--- config.mk ---
export PLATFORM = sky130hd
export DESIGN_NAME = lfb_regs
export DESIGN_NICKNAME = d
export VERILOG_FILES = /design/src/common/lfb_pkg.sv /design/src/verilog/lfb_fifo.sv /design/src/verilog/lfb_regs.sv
export VERILOG_INCLUDE_DIRS = /design/src /design/src/common
export SDC_FILE = /design/constraint.sdc
export NUM_CORES = 1
export LEC_CHECK = 0
export BUFFER_PORTS_ARGS = -buffer_cell sky130_fd_sc_hd__buf_2
export CAP_MARGIN = 20
export CELL_PAD_IN_SITES_DETAIL_PLACEMENT = 1
export CELL_PAD_IN_SITES_GLOBAL_PLACEMENT = 1
export CORE_ASPECT_RATIO = 1.5
export CORE_MARGIN = 5
export CORE_UTILIZATION = 45
export DETAILED_ROUTE_END_ITERATION = 8
export PLACE_DENSITY = 0.85
export SYNTH_ARGS = -nofsm -noshare
export SYNTH_HDL_FRONTEND = slang
export SYNTH_HIERARCHICAL = 1
export SYNTH_SLANG_ARGS = --single-unit
--- constraint.sdc ---
create_clock -name i_clk -period 5 [get_ports i_clk]
set_input_delay 1.25 -clock i_clk [delete_from_list [all_inputs] [get_ports i_clk]]
set_output_delay 1.25 -clock i_clk [all_outputs]
set_load 0.01 [all_outputs]
--- src/common/lfb_map.svh ---
// register map, field positions, reset values and timing for the lin fault block
// assumes a 40 MHz clock; indices are multiplied by four for bus byte addresses
`ifndef LFB_MAP_SVH
`define LFB_MAP_SVH

// register indices (byte address = index * 4)
`define LFB_IDX_CTRL   8'h08
`define LFB_IDX_STAT   8'h09
`define LFB_IDX_FAULT  8'h0a
`define LFB_IDX_SIZE   8'h0b
`define LFB_IDX_DIVL   8'h0c
`define LFB_IDX_SCALE  8'h0d
`define LFB_IDX_ID     8'h0e
`define LFB_IDX_MODE   8'h0f

// control register bits
`define LFB_CTRL_STOP   7
`define LFB_CTRL_DATA_ACKNOWLEDGE  4
`define LFB_CTRL_RSTINT 3
`define LFB_CTRL_CLEAR_FAULT_FLAGS 2
// status register bits
`define LFB_STAT_INT    3
`define LFB_STAT_ERR    2
// fault register bits
`define LFB_F_SYNC  4
`define LFB_F_PAR   3
`define LFB_F_TIMEOUT_FAULT  2
`define LFB_F_CHK   1
`define LFB_F_BIT   0
`define LFB_F_W     5
// size register fields
`define LFB_SIZE_ENH   7
`define LFB_LEN_MAX    4'h8
`define LFB_LEN_FROMID 4'hf
// scale register fields
`define LFB_PRE_HI  7
`define LFB_PRE_LO  6
`define LFB_MUL_HI  5
`define LFB_MUL_LO  1
`define LFB_DIVIDER_TOP_BIT    0
// mode register bit (slave when set)
`define LFB_MODE_SLAVE 0

// reset values
`define LFB_RST_FAULT 5'h00
`define LFB_RST_SIZE  8'h00
`define LFB_RST_DIVL  8'hff
`define LFB_RST_SCALE 8'hff
`define LFB_RST_ID    6'h00

// frame constants and timing
`define LFB_SYNC_PATTERN  8'h55
`define LFB_CLK_PERIOD_NS 25
`define LFB_FRAME_MAX_US  10000
`define LFB_RESP_MAX_US   5000
`define LFB_FRAME_CYC (`LFB_FRAME_MAX_US * 1000 / `LFB_CLK_PERIOD_NS)
`define LFB_RESP_CYC  (`LFB_RESP_MAX_US * 1000 / `LFB_CLK_PERIOD_NS)

`endif

--- src/common/lfb_pkg.sv ---
// types shared by the lin fault block and its bench
// assumes lfb_map.svh supplies all numeric constants
package lfb_pkg;

	// kind of each byte the frame engine hands over
	typedef enum logic [1:0] {
		LFB_K_SYNC = 2'h0,
		LFB_K_PID  = 2'h1,
		LFB_K_DATA = 2'h2,
		LFB_K_CSUM = 2'h3
	} lfb_kind_type;

	typedef struct packed {
		lfb_kind_type kind;
		logic [7:0]   data;
	} lfb_byte_type;

	// bus data-phase state
	typedef enum logic [3:0] {
		LFB_AH_IDLE = 4'b0001,
		LFB_AH_WR   = 4'b0010,
		LFB_AH_RDW  = 4'b0100,
		LFB_AH_RDD  = 4'b1000
	} lfb_ahb_type;

endpackage

--- src/verilog/lfb_fifo.sv ---
// small synchronous fifo with valid/ready on both sides
// assumes one clock and a synchronous active-high reset
`timescale 1ns/1ps
`default_nettype none

module lfb_fifo #(
	parameter int W     = 10,
	parameter int DEPTH = 4
) (
	input  wire logic         i_clk,    // system clock
	input  wire logic         i_reset,  // sync reset, high
	input  wire logic         i_valid,  // write side valid
	input  wire logic [W-1:0] i_data,   // write data
	output logic              o_ready,  // not full
	output logic              o_valid,  // not empty
	output logic      [W-1:0] o_data,   // head word
	input  wire logic         i_ready   // read side takes head
);
	localparam int AW = $clog2(DEPTH);

	generate
		if (DEPTH < 2 || (DEPTH & (DEPTH - 1)) != 0) begin : g_bad_depth
			$error("lfb_fifo depth must be a power of two, at least 2");
		end
	endgenerate

	logic [W-1:0] mem [DEPTH];
	logic [AW:0]  wr_ptr_ff;
	logic [AW:0]  rd_ptr_ff;
	logic         push;
	logic         pop;

	// extra pointer bit tells full from empty
	assign o_ready = (wr_ptr_ff ^ rd_ptr_ff) != {1'b1, {AW{1'b0}}};
	assign o_valid = wr_ptr_ff != rd_ptr_ff;
	assign push    = i_valid & o_ready;
	assign pop     = o_valid & i_ready;
	assign o_data  = mem[rd_ptr_ff[AW-1:0]];

	// storage has no reset; only pointers matter
	always_ff @(posedge i_clk) begin
		if (push) begin
			mem[wr_ptr_ff[AW-1:0]] <= i_data;
		end
	end

	// pointers
	always_ff @(posedge i_clk) begin
		if (i_reset) begin
			wr_ptr_ff <= '0;
			rd_ptr_ff <= '0;
		end else begin
			wr_ptr_ff <= wr_ptr_ff + (AW+1)'(push);
			rd_ptr_ff <= rd_ptr_ff + (AW+1)'(pop);
		end
	end

endmodule

`default_nettype wire

--- src/verilog/lfb_regs.sv ---
// lin fault flags, frame size, baud setting and identifier registers
// assumes an ahb-lite master, a frame engine feeding classified bytes,
// and the raw lin receive pin from the transceiver
`timescale 1ns/1ps
`default_nettype none
`include "lfb_map.svh"

module lfb_regs #(
	parameter int FRAME_CYC = `LFB_FRAME_CYC,
	parameter int RESP_CYC  = `LFB_RESP_CYC,
	parameter int FIFO_DEPTH = 4
) (
	input  wire logic        i_clk,          // 40 MHz system clock
	input  wire logic        i_reset,        // sync reset, high
	input  wire logic        i_hsel,         // ahb slave select
	input  wire logic [31:0] i_haddr,        // ahb address
	input  wire logic [1:0]  i_htrans,       // ahb transfer type
	input  wire logic        i_hwrite,       // ahb write
	input  wire logic [2:0]  i_hsize,        // ahb size
	input  wire logic [31:0] i_hwdata,       // ahb write data
	input  wire logic        i_hready,       // ahb bus ready
	output logic             o_hreadyout,    // ahb slave ready
	output logic             o_hresp,        // ahb response, always okay
	output logic      [31:0] o_hrdata,       // ahb read data
	input  wire logic        i_rx_valid,     // frame engine byte valid
	input  wire lfb_pkg::lfb_byte_type i_rx_byte, // classified byte
	output logic             o_rx_ready,     // byte fifo has room
	input  wire logic        i_lin_rx,       // raw lin bus level
	input  wire logic        i_tx_active,    // block is driving a bit
	input  wire logic        i_tx_bit,       // level being driven
	input  wire logic        i_bit_sample,   // bit sample strobe
	output logic      [8:0]  o_baud_divider, // nine-bit divider
	output logic      [1:0]  o_baud_prescaler, // prescaler
	output logic      [4:0]  o_baud_multiplier, // multiplier, 0 in slave
	output logic      [3:0]  o_data_length,  // data bytes in frame
	output logic             o_enhanced_checksum, // checksum type
	output logic             o_slave_mode,   // slave mode select
	output logic             o_fault_error,  // composite error flag
	output logic             o_fault_irq_pending // pending request
);
	localparam int FCW = $clog2(FRAME_CYC + 1);
	localparam int RCW = $clog2(RESP_CYC + 1);
	localparam int BW  = $bits(lfb_pkg::lfb_byte_type);

	generate
		if (FRAME_CYC < 2 || RESP_CYC < 2) begin : g_bad_time
			$error("lfb_regs timeouts must be at least 2 cycles");
		end
	endgenerate

	// fold the carry back in, as the lin checksum does
	function automatic logic [7:0] add_carry(input logic [7:0] a, input logic [7:0] b);
		logic [8:0] s;
		s = {1'b0, a} + {1'b0, b};
		return s[7:0] + {7'h00, s[8]};
	endfunction

	// data length from the size code and identifier
	function automatic logic [3:0] decode_len(input logic [3:0] code, input logic [5:0] id);
		logic [3:0] n;
		n = 4'h0;
		if (code <= `LFB_LEN_MAX) begin
			n = code;
		end else if (code == `LFB_LEN_FROMID) begin
			unique case (id[5:4])
				2'b10:   n = 4'h4;
				2'b11:   n = 4'h8;
				default: n = 4'h2;
			endcase
		end
		return n;
	endfunction

	// identifier parity check bits
	function automatic logic parity_ok(input logic [7:0] pid);
		logic p0;
		logic p1;
		p0 = pid[0] ^ pid[1] ^ pid[2] ^ pid[4];
		p1 = ~(pid[1] ^ pid[3] ^ pid[4] ^ pid[5]);
		return (pid[6] == p0) && (pid[7] == p1);
	endfunction

	// bus side state
	lfb_pkg::lfb_ahb_type ah_state_ff;
	lfb_pkg::lfb_ahb_type nxt_ah_state;
	logic [7:0]  addr_idx_ff;
	logic        addr_ok_ff;
	logic [31:0] rdata_ff;
	logic [31:0] rd_mux;
	logic        accept;
	logic        wr_en;

	// register state
	logic [`LFB_F_W-1:0] fault_ff;
	logic        err_ff;
	logic        int_ff;
	logic        enh_ff;
	logic [3:0]  len_code_ff;
	logic [7:0]  divl_ff;
	logic [7:0]  scale_ff;
	logic [5:0]  id_ff;
	logic        slave_ff;
	logic        data_acknowledge_ff;
	logic        stop_ff;
	logic        wr_ctrl;
	logic        clr_err;
	logic        clr_int;

	// frame checker state
	logic        in_frame_ff;
	logic        resp_wait_ff;
	logic        first_data_ff;
	logic        hold_ff;
	logic [7:0]  sum_ff;
	logic [FCW-1:0] frame_cnt_ff;
	logic [RCW-1:0] resp_cnt_ff;
	logic        q_valid;
	logic        q_take;
	logic [BW-1:0] q_bits;
	lfb_pkg::lfb_byte_type q_byte;
	logic        is_sync;
	logic        is_pid;
	logic        is_data;
	logic        is_csum;

	// readback path
	logic        rx_meta_ff;
	logic        rx_sync_ff;
	logic [1:0]  tx_bit_pipe_ff;
	logic [1:0]  tx_act_pipe_ff;
	logic [1:0]  smp_pipe_ff;

	logic [`LFB_F_W-1:0] ev;

	// ahb-lite: writes complete with zero wait, reads take one wait cycle
	// so that a read right after a write sees the new value
	assign accept = i_hsel & i_htrans[1] & i_hready;
	assign wr_en  = (ah_state_ff == lfb_pkg::LFB_AH_WR) & addr_ok_ff;
	assign o_hreadyout = (ah_state_ff != lfb_pkg::LFB_AH_RDW);
	assign o_hresp  = 1'b0;
	assign o_hrdata = rdata_ff;

	always_comb begin
		if (accept) begin
			nxt_ah_state = i_hwrite ? lfb_pkg::LFB_AH_WR : lfb_pkg::LFB_AH_RDW;
		end else if (ah_state_ff == lfb_pkg::LFB_AH_RDW) begin
			nxt_ah_state = lfb_pkg::LFB_AH_RDD;
		end else begin
			nxt_ah_state = lfb_pkg::LFB_AH_IDLE;
		end
	end

	// address phase capture; only aligned word accesses in range decode
	always_ff @(posedge i_clk) begin
		if (i_reset) begin
			ah_state_ff <= lfb_pkg::LFB_AH_IDLE;
			addr_idx_ff <= 8'h00;
			addr_ok_ff  <= 1'b0;
		end else begin
			ah_state_ff <= nxt_ah_state;
			if (accept) begin
				addr_idx_ff <= i_haddr[9:2];
				addr_ok_ff  <= (i_haddr[31:10] == 22'h000000) & (i_haddr[1:0] == 2'h0)
				               & (i_hsize == 3'h2);
			end
		end
	end

	// read mux; unused bits and unmapped addresses give zero
	always_comb begin
		rd_mux = 32'h00000000;
		if (addr_ok_ff) begin
			unique case (addr_idx_ff)
				`LFB_IDX_CTRL:  rd_mux[`LFB_CTRL_DATA_ACKNOWLEDGE] = data_acknowledge_ff;
				`LFB_IDX_STAT: begin
					rd_mux[`LFB_STAT_ERR] = err_ff;
					rd_mux[`LFB_STAT_INT] = int_ff;
				end
				`LFB_IDX_FAULT: rd_mux[`LFB_F_W-1:0] = fault_ff;
				`LFB_IDX_SIZE: begin
					rd_mux[`LFB_SIZE_ENH] = enh_ff;
					rd_mux[3:0] = len_code_ff;
				end
				`LFB_IDX_DIVL:  rd_mux[7:0] = divl_ff;
				`LFB_IDX_SCALE: rd_mux[7:0] = scale_ff;
				`LFB_IDX_ID:    rd_mux[5:0] = id_ff;
				`LFB_IDX_MODE:  rd_mux[`LFB_MODE_SLAVE] = slave_ff;
				default:        rd_mux = 32'h00000000;
			endcase
		end
	end

	always_ff @(posedge i_clk) begin
		if (i_reset) begin
			rdata_ff <= 32'h00000000;
		end else if (ah_state_ff == lfb_pkg::LFB_AH_RDW) begin
			rdata_ff <= rd_mux;
		end
	end

	// command pulses from a control write; these bits never store
	assign wr_ctrl = wr_en & (addr_idx_ff == `LFB_IDX_CTRL);
	assign clr_err = wr_ctrl & i_hwdata[`LFB_CTRL_CLEAR_FAULT_FLAGS];
	assign clr_int = wr_ctrl & i_hwdata[`LFB_CTRL_RSTINT];

	// configuration registers; only documented bits are stored
	always_ff @(posedge i_clk) begin
		if (i_reset) begin
			enh_ff      <= 1'(`LFB_RST_SIZE >> `LFB_SIZE_ENH);
			len_code_ff <= 4'(`LFB_RST_SIZE);
			divl_ff     <= `LFB_RST_DIVL;
			scale_ff    <= `LFB_RST_SCALE;
			slave_ff    <= 1'b0;
		end else if (wr_en) begin
			unique case (addr_idx_ff)
				`LFB_IDX_SIZE: begin
					enh_ff      <= i_hwdata[`LFB_SIZE_ENH];
					len_code_ff <= i_hwdata[3:0];
				end
				`LFB_IDX_DIVL:  divl_ff  <= i_hwdata[7:0];
				`LFB_IDX_SCALE: scale_ff <= i_hwdata[7:0];
				`LFB_IDX_MODE:  slave_ff <= i_hwdata[`LFB_MODE_SLAVE];
				default:        slave_ff <= slave_ff;
			endcase
		end
	end

	// identifier: a slave takes it off the bus, hardware wins a collision
	always_ff @(posedge i_clk) begin
		if (i_reset) begin
			id_ff <= `LFB_RST_ID;
		end else if (q_take & is_pid & slave_ff) begin
			id_ff <= q_byte.data[5:0];
		end else if (wr_en & (addr_idx_ff == `LFB_IDX_ID)) begin
			id_ff <= i_hwdata[5:0];
		end
	end

	// baud, frame size, checksum and mode outputs
	assign o_baud_divider    = {scale_ff[`LFB_DIVIDER_TOP_BIT], divl_ff};
	assign o_baud_prescaler  = scale_ff[`LFB_PRE_HI:`LFB_PRE_LO];
	assign o_baud_multiplier = slave_ff ? 5'h00 : scale_ff[`LFB_MUL_HI:`LFB_MUL_LO];
	assign o_data_length     = decode_len(len_code_ff, id_ff);
	assign o_enhanced_checksum = enh_ff;
	assign o_slave_mode      = slave_ff;

	// incoming bytes queue here; the checker drains one every other
	// cycle, so a burst from the frame engine can really back up
	lfb_fifo #(
		.W     (BW),
		.DEPTH (FIFO_DEPTH)
	) u_fifo (
		.i_clk   (i_clk),
		.i_reset (i_reset),
		.i_valid (i_rx_valid),
		.i_data  (i_rx_byte),
		.o_ready (o_rx_ready),
		.o_valid (q_valid),
		.o_data  (q_bits),
		.i_ready (~hold_ff)
	);

	assign q_byte  = lfb_pkg::lfb_byte_type'(q_bits);
	assign q_take  = q_valid & ~hold_ff;
	assign is_sync = q_byte.kind == lfb_pkg::LFB_K_SYNC;
	// after a stop request everything up to the next break is skipped
	assign is_pid  = (q_byte.kind == lfb_pkg::LFB_K_PID) & ~stop_ff;
	assign is_data = (q_byte.kind == lfb_pkg::LFB_K_DATA) & ~stop_ff;
	assign is_csum = (q_byte.kind == lfb_pkg::LFB_K_CSUM) & ~stop_ff;

	always_ff @(posedge i_clk) begin
		if (i_reset) begin
			hold_ff <= 1'b0;
		end else begin
			hold_ff <= q_take;
		end
	end

	// frame tracking and running checksum
	always_ff @(posedge i_clk) begin
		if (i_reset) begin
			in_frame_ff   <= 1'b0;
			resp_wait_ff  <= 1'b0;
			first_data_ff <= 1'b0;
			sum_ff        <= 8'h00;
		end else if (q_take) begin
			if (is_sync) begin
				in_frame_ff  <= 1'b1;
				resp_wait_ff <= 1'b0;
			end else if (is_pid) begin
				resp_wait_ff  <= 1'b1;
				first_data_ff <= 1'b1;
				sum_ff <= enh_ff ? q_byte.data : 8'h00;
			end else if (is_data) begin
				resp_wait_ff  <= 1'b0;
				first_data_ff <= 1'b0;
				sum_ff <= add_carry(sum_ff, q_byte.data);
			end else if (is_csum) begin
				in_frame_ff   <= 1'b0;
				resp_wait_ff  <= 1'b0;
				first_data_ff <= 1'b0;
			end
		end else begin
			// a stopped frame is abandoned, so its timers must not run on
			if (ev[`LFB_F_TIMEOUT_FAULT] | stop_ff) begin
				in_frame_ff  <= 1'b0;
				resp_wait_ff <= 1'b0;
			end
		end
	end

	// frame and response timers
	always_ff @(posedge i_clk) begin
		if (i_reset) begin
			frame_cnt_ff <= '0;
			resp_cnt_ff  <= '0;
		end else begin
			if (q_take & is_sync) begin
				frame_cnt_ff <= '0;
			end else if (in_frame_ff) begin
				frame_cnt_ff <= frame_cnt_ff + FCW'(1);
			end
			if (q_take & is_pid) begin
				resp_cnt_ff <= '0;
			end else if (resp_wait_ff) begin
				resp_cnt_ff <= resp_cnt_ff + RCW'(1);
			end
		end
	end

	// acknowledge and stop; acknowledge clears on the checksum or sync byte, stop on the next sync byte
	always_ff @(posedge i_clk) begin
		if (i_reset) begin
			data_acknowledge_ff <= 1'b0;
			stop_ff  <= 1'b0;
		end else begin
			if (wr_ctrl & i_hwdata[`LFB_CTRL_DATA_ACKNOWLEDGE]) begin
				data_acknowledge_ff <= 1'b1;
			end else if (q_take & (is_sync | is_csum)) begin
				data_acknowledge_ff <= 1'b0;
			end
			if (wr_ctrl & i_hwdata[`LFB_CTRL_STOP]) begin
				stop_ff <= 1'b1;
			end else if (q_take & is_sync) begin
				stop_ff <= 1'b0;
			end
		end
	end

	// bus pin through two flops; tx level delayed to match
	always_ff @(posedge i_clk) begin
		if (i_reset) begin
			rx_meta_ff     <= 1'b1;
			rx_sync_ff     <= 1'b1;
			tx_bit_pipe_ff <= 2'h3;
			tx_act_pipe_ff <= 2'h0;
			smp_pipe_ff    <= 2'h0;
		end else begin
			rx_meta_ff     <= i_lin_rx;
			rx_sync_ff     <= rx_meta_ff;
			tx_bit_pipe_ff <= {tx_bit_pipe_ff[0], i_tx_bit};
			tx_act_pipe_ff <= {tx_act_pipe_ff[0], i_tx_active};
			smp_pipe_ff    <= {smp_pipe_ff[0], i_bit_sample};
		end
	end

	// fault events
	assign ev[`LFB_F_SYNC] = q_take & is_sync & slave_ff
	                         & (q_byte.data != `LFB_SYNC_PATTERN);
	assign ev[`LFB_F_PAR]  = q_take & is_pid & slave_ff
	                         & ~parity_ok(q_byte.data);
	assign ev[`LFB_F_TIMEOUT_FAULT] = (resp_wait_ff & (resp_cnt_ff == RCW'(RESP_CYC - 1)))
	                       | (in_frame_ff & (frame_cnt_ff == FCW'(FRAME_CYC - 1)))
	                       | (q_take & is_data & first_data_ff & slave_ff
	                          & ~data_acknowledge_ff & ~stop_ff);
	assign ev[`LFB_F_CHK]  = q_take & is_csum
	                         & (q_byte.data != ~sum_ff);
	assign ev[`LFB_F_BIT]  = tx_act_pipe_ff[1] & smp_pipe_ff[1]
	                         & (rx_sync_ff != tx_bit_pipe_ff[1]);

	// sticky flags; a new event beats a clear in the same cycle
	always_ff @(posedge i_clk) begin
		if (i_reset) begin
			fault_ff <= `LFB_RST_FAULT;
			err_ff   <= 1'b0;
			int_ff   <= 1'b0;
		end else begin
			fault_ff <= (fault_ff & ~{`LFB_F_W{clr_err}}) | ev;
			err_ff   <= (err_ff & ~clr_err) | (|ev);
			int_ff   <= (int_ff & ~clr_int) | (|ev);
		end
	end

	assign o_fault_error       = err_ff;
	assign o_fault_irq_pending = int_ff;

endmodule

`default_nettype wire
==> results of run 1 <==
[registers in the layout, summed over array words and instances, names as in the netlist, 8 cells and up]
| name | cells |
|---|---|
| addr_idx_ff | 8 |
| divl_ff | 8 |
| frame_cnt_ff | 19 |
| o_hrdata | 8 |
| resp_cnt_ff | 18 |
| scale_ff | 8 |
| sum_ff | 8 |
| u_fifo/mem | 40 |
[layout by cell type (no fill, tap or decap), types with 25 or more instances in the layout]
cell	count
dfxtp_1	121
buf_2	97
nor2_1	73
nand2_1	66
a21oi_1	41
edfxtp_1	40
nor2b_1	32
nand3_1	28
xor2_1	27
xnor2_1	25
conb_1	25
[power breakdown]
| part | total (µW) | switching [µW] | internal, µW |
|---|---|---|---|
| sequential | 1490 | 68.1 | 1420 |
| combinational | 1180 | 707 | 474 |
| clock | 1320 | 540 | 782 |
| total | 3990 | 1320 | 2680 |
[critical path, cell delays in order (launching register included)]
cell and delay [ps]:
dfxtp_1 500, buf_4 290, mux4_2 620, ha_1 420, a21o_1 200, a21oi_1 260
nor2_1 70, a211o_1 320, ha_1 210, nand2_1 140, xor2_1 190, nor2_1 80
a311oi_1 290, nor3_1 70
[logic make-up after synthesis]
family	synth area share
AO/OA/AOI/OAI	0.119
XOR/XNOR	0.0609
buffers and inverters	0.0559
adder cells (fa/ha/maj)	0.0301
flip-flops	0.468
AND/OR/NAND/NOR	0.210
other	0.000484
multiplexers	0.0556
[metal layers]
| metal | GRT usage | routed length, µm |
|---|---|---|
| met4 | 0.0988 | 669 |
| met1 | 0.223 | 7740 |
| met5 | 0 | 0 |
| met2 | 0.383 | 10900 |
| met3 | 0.0467 | 1120 |
[per-stage QoR]
step,setup WS (ps),hold slack [ps]
6_report,1180,424
5_1_grt,986,448
4_1_cts,1190,429
3_5_place_dp,1310,409
3_3_place_gp,1420,391
2_1_floorplan,1540,389
[worst paths after layout]
path                            endpoint  cells past startpoint
hold / removal     rx_sync_ff$_SDFF_PP1_                      1
setup / recovery  sum_ff[2]$_SDFFE_PP0P_                     13
setup reg to reg  sum_ff[2]$_SDFFE_PP0P_                     13
hold reg to reg    rx_sync_ff$_SDFF_PP1_                      1
[final cells by class]
type                       instances  area, µm²
fill                            1942       7980
multi-input combinational        563       3780
sequential                       161       3620
timing repair buffer             106        553
clock buffer                      21        472
tap                              210        263
clock inverter                    11        129
inverter                          10       37.5
==> results.yml, run 1 <==
status:
  run_status: "completed"
drt:
  wl_per_cell_um: 18.9
  via_per_inst: 5.71
  detailedRoute.firstIterationViolations: 215
  drt_pass_1_iters: 4
  postRouteWirelength_um: 20400
  residual_antenna_violating_net_count_after_detailed_routing: 0
  detailroute.via_count: 6182
  drc_violations: 0
timing:
  fmaxAchievable_mhz: 262
  maxSlewViolCount: 0
  fin_crit_ps: 3820
  setup_tns_ps: 0
  hold_viol_final: 0
  report.final.setup_viol: 0
  fin_worst_skew_ps: 6.94
  finalCritPeriodShare: 0.764
  worst_slew_pin_slew_ps: 911
  maxSlewHeadroom: 0.393
  unrepaired_setup_endpoints_after_global_routing: "no"
placement:
  dpl.hpwl_um: 14800
  placedCellCount: 1050
  portBuffers: 97
  detailed_place.area_um2: 8260
  gp_congestion: 0.867
power:
  finalPower_uw: 3990
  vdd_ir_drop_max_mv: 0.275
  power.static_leakage_uw: 0.00328
  p_per_area_nw_per_um2: 451
cts:
  clk_latency_ps: 430
  max-clock-path-buffers: 2
  cts.reportedPaths.clkPinSlew_ps: 60
  tritoncts: "built"
  clock_tree.root_cell: "clkbuf_16"
  cts-buffers-inserted: 17
  hold_fix_buffer_count_after_cts: 0
  cts_post_setup_buffers_inserted: 0
  htree_levels: 4
  cts.sink_count: 161
  cts_resized: 0
synthesis:
  synth.distinct_cells: 72
  synthMostInstantiatedCell: "dfxtp_1"
  post_synth_main_area_contributors: "dfxtp_1 (31%), edfxtp_1 (16%), nor2_1 (3.5%)"
  synth.yosys.warnings: 6
  synth_top_cells_by_count: "dfxtp_1 (121), nor2_1 (73), nand2_1 (66)"
  count_of_mapped_cells_out_of_synthesis: 779
  synth_area_um2: 7740
  synth-seq-cells: 161
  syn_area_per_cell_um2: 9.94
  synth_ff_type: "dfxtp_1"
  cell_taking_the_most_area_after_synthesis: "dfxtp_1"
  asyncSetResetFlopFracSynth: 0
  synth-edff-count: 40
  synthDominantCellAreaShare: 0.313
  seq_area_frac_synth: 0.468
critical_path:
  reg2reg_start: "u_fifo/rd_ptr_ff[0]$_SDFF_PP0_"
  criticalPathCategory: "reg -> reg"
  rrSetupSlack_ps: 1180
  worstPathMaxFanout: 9
  start_kind: "register"
  critPathRequiredTime_ps: 5280
  worst_setup_path_startpoint: "u_fifo/rd_ptr_ff[0]$_SDFF_PP0_"
  critical_path_arrival_ps: 4100
  end_kind: "register"
final_layout:
  post_layout_cell_count: 1082
  finish.utilization: 0.526
  post_route_cells_drive_above_1_share: 0.187
  post_route_cell_area_um2: 8860
  antenna-diode-count: 0
  finish.net_count: 966
  syn_to_final_growth_pct: 14.4
floorplan:
  die_y_um: 171
  core_region_area_um2: 16800
  num_io_pins: 148
  placement_rows: 58
  floorplan.die.width_um: 117
  initial_core_utilization: 0.460
  design.die.area_um2: 20000
hold_path:
  min-delay-path-class: "reg -> reg"
  hp-start: "rx_meta_ff$_SDFF_PP1_"
grt:
  antenna_found_initial: 0
  largest_net_degree_at_the_start_of_global_routing: 85
  global_route.usage.total: 0.209
  grt_pass1_wl_um: 32500
  first_global_vias: 6573
  grt_overflow: 0
job:
  max_cap_viol_count: 0
Note: power is estimated with default switching activity, not from simulation.
==> run 2: changes to the inputs <==
ABC_AREA = 1   (was unset)
CORE_UTILIZATION = 37   (was 45)
PLACE_DENSITY = 0.77   (was 0.85)
clock period = 3.1 ns   (was 5 ns; I/O delays follow)
==> run 2 against run 1 <==
Compared with the run above: synthesized cell count increased by 30%; first-iteration DRC count increased by 37%; critical endpoint is now sum_ff[6]$_SDFFE_PP0P_; via count increased by 15%; critical path depth increased by 4; fmax increased by 33%; critical path type unchanged; die area increased by 24%.
==> results.yml, run 2 <==
timing:
  finalCritPeriodShare: 0.925
  maxSlewViolCount: 0
  hold-worst-slack_ps: 406
  hold_viol_final: 0
  maxSlewHeadroom: 0.554
  fin_worst_skew_ps: 8.02
  fin_ws_ps: 233
  worst_slew_pin_slew_ps: 668
  fin_crit_ps: 2870
  report.final.setup_viol: 0
  fmaxAchievable_mhz: 349
synthesis:
  simple_gate_share_of_the_synthesized_area: 0.278
  asyncSetResetFlopFracSynth: 0
  synth_xor_area_frac: 0.0175
  syn_area_per_cell_um2: 7.88
  synthDominantCellAreaShare: 0.302
  cell_taking_the_most_area_after_synthesis: "dfxtp_1"
  synth.yosys.warnings: 6
  largest_family_of_logic_cells_by_synthesized_area: "simple AND/OR/NAND/NOR gates"
  synth_ff_type: "dfxtp_1"
  seq_area_frac_synth: 0.452
  synth_area_um2: 8010
  synth.distinct_cells: 47
  synthAdderAreaFrac: 0.0291
  synth_compound_area_frac: 0.123
  synth_top_cells_by_count: "nand2_1 (205), dfxtp_1 (121), inv_1 (103)"
  post_synth_main_area_contributors: "dfxtp_1 (30%), edfxtp_1 (15%), nand2_1 (9.6%)"
  synth-seq-cells: 161
  count_of_mapped_cells_out_of_synthesis: 1016
  synth-edff-count: 40
  synthMuxAreaShare: 0
  synthMostInstantiatedCell: "nand2_1"
critical_path:
  rrSetupSlack_ps: 230
  crit_path_frequent_cell: "nand2_1"
  worstPathCellList: "buf_6, o21ai_1, o22ai_1, ha_2, a21oi_2, nand2_2, a21oi_1, nand2_1, ha_1, nand2_1, nor2_2, nand2_1, nor2_2, nand2_1, nand3_1, nand3_1, a21oi_1"
  crit_path_top_delay_cell: "ha_2"
  reg2reg_start: "u_fifo/rd_ptr_ff[0]$_SDFF_PP0_"
  number_of_cells_traversed_by_the_worst_register_to_register_path: 17
  regToRegEndpoint: "sum_ff[6]$_SDFFE_PP0P_"
  end_kind: "register"
  criticalPathCategory: "reg -> reg"
  start_kind: "register"
  critical_path.max_stage_delay_ps: 410
  worstPathMaxFanout: 16
  critPathRequiredTime_ps: 3410
  critical_path_arrival_ps: 3180
  path_buf_inv: 1
  cp_top_family: "compound AO/OA/AOI/OAI gates"
power:
  power.static_leakage_uw: 0.00388
  p_per_area_nw_per_um2: 735
  vdd_ir_drop_max_mv: 0.430
cts:
  hold_fix_buffer_count_after_cts: 0
  tritoncts: "built"
  cts.reportedPaths.clkPinSlew_ps: 60
  max-clock-path-buffers: 2
  clock_tree.root_cell: "clkbuf_16"
  htree_levels: 4
  cts_resized: 0
  cts_post_setup_buffers_inserted: 0
  cts.sink_count: 161
  clk_latency_ps: 430
  cts-buffers-inserted: 17
floorplan:
  die_y_um: 190
  floorplan.die.width_um: 130
  num_io_pins: 148
  placement_rows: 66
  core_region_area_um2: 21600
  initial_core_utilization: 0.372
  design.die.area_um2: 24800
hold_path:
  hold_depth: 1
  hp-start: "rx_meta_ff$_SDFF_PP1_"
  min-delay-path-class: "reg -> reg"
  hold_end: "rx_sync_ff$_SDFF_PP1_"
drt:
  wl_per_cell_um: 15.7
  drt_pass_1_iters: 4
  drc_violations: 0
  residual_antenna_violating_net_count_after_detailed_routing: 0
  postRouteWirelength_um: 22100
  via_per_inst: 5.06
  detailroute.via_count: 7115
  detailedRoute.firstIterationViolations: 295
placement:
  detailedPlace.worstSlack_ps: 182
  dpl.hpwl_um: 17100
  placedCellCount: 1375
  gp_congestion: 0.849
  portBuffers: 97
final_layout:
  finish.utilization: 0.433
  syn_to_final_growth_pct: 16.6
  largest_register_ff_count: 40
  most-common-layout-cells: "nand2_1 (205), dfxtp_1 (120), inv_1 (103)"
  post_route_cells_drive_above_1_share: 0.201
  finish.net_count: 1229
  layout.cells.most_common: "nand2_1"
  layout.filler_cells: 2672
  antenna-diode-count: 0
  post_layout_cell_count: 1407
grt:
  antenna_found_initial: 0
  grt_pass1_wl_um: 35000
  largest_net_degree_at_the_start_of_global_routing: 39
  global_route.usage.total: 0.178
  first_global_vias: 7287
  grt_overflow: 0
job:
  max_cap_viol_count: 0
status:
  run_status: "completed"
[run 2: worst max-delay path by stage]
stage | start | end | slack [ps] | cells after the start
floorplan | u_fifo/rd_ptr_ff[0]$_SDFF_PP0_ | sum_ff[3]$_SDFFE_PP0P_ | 390 | 16
global placement | u_fifo/rd_ptr_ff[0]$_SDFF_PP0_ | sum_ff[7]$_SDFFE_PP0P_ | 220 | 18
detailed placement | u_fifo/rd_ptr_ff[0]$_SDFF_PP0_ | sum_ff[7]$_SDFFE_PP0P_ | 180 | 18
CTS | u_fifo/rd_ptr_ff[0]$_SDFF_PP0_ | sum_ff[6]$_SDFFE_PP0P_ | 120 | 18
global route | u_fifo/rd_ptr_ff[0]$_SDFF_PP0_ | sum_ff[6]$_SDFFE_PP0P_ | -4 | 18
finish | u_fifo/rd_ptr_ff[0]$_SDFF_PP0_ | sum_ff[6]$_SDFFE_PP0P_ | 230 | 17
[run 2: power breakdown]
part           switching [µW]  internal [µW]  leakage [µW]
combinational            1520            851       0.00226
sequential                107           2290       0.00135
clock                     898           1200      0.000273
total                    2520           4350       0.00388
[run 2: worst register-to-register path, stage by stage (launching register included)]
cell and delay [ps]:
dfxtp_2 370, buf_6 190, o21ai_1 100, o22ai_1 290, ha_2 410, a21oi_2 210, nand2_2 100, a21oi_1 150
nand2_1 100, ha_1 200, nand2_1 90, nor2_2 50, nand2_1 90, nor2_2 60, nand2_1 90, nand3_1 90
nand3_1 100, a21oi_1 70
[run 2: logic make-up after synthesis]
logic type	after synthesis
other	1
flip-flops	161
adder cells (fa/ha/maj)	18
buffers and inverters	174
AND/OR/NAND/NOR	467
XOR/XNOR	16
AO/OA/AOI/OAI	179
[run 2: routing by layer]
layer  up-vias  part of all wire  GRT usage
li1       3533                 -          -
met3        40             0.045     0.0323
met4         0             0.028     0.0660
met1      3396              0.37      0.177
met5         -                 0          0
met2       146              0.56      0.354
[run 2: metrics by stage]
stage	cell area, µm²	TNS (ps)	total power, µW
3_3_place_gp	8720	0	4700
2_1_floorplan	8100	0	4070
4_1_cts	9310	0	6900
3_5_place_dp	8720	0	4770
5_1_grt	9340	-3.65	7320
6_report	9340	0	6870
[run 2: final cells by class]
type                    count  area, µm²  share of cell area
flip-flops and latches    161       3620               0.388
repair buffers            114        617              0.0660
clock inverters            13        151              0.0162
multi-input cells         705       3710               0.397
clock buffers              19        433              0.0463
well taps                 272        340              0.0364
inverters                 123        467              0.0500
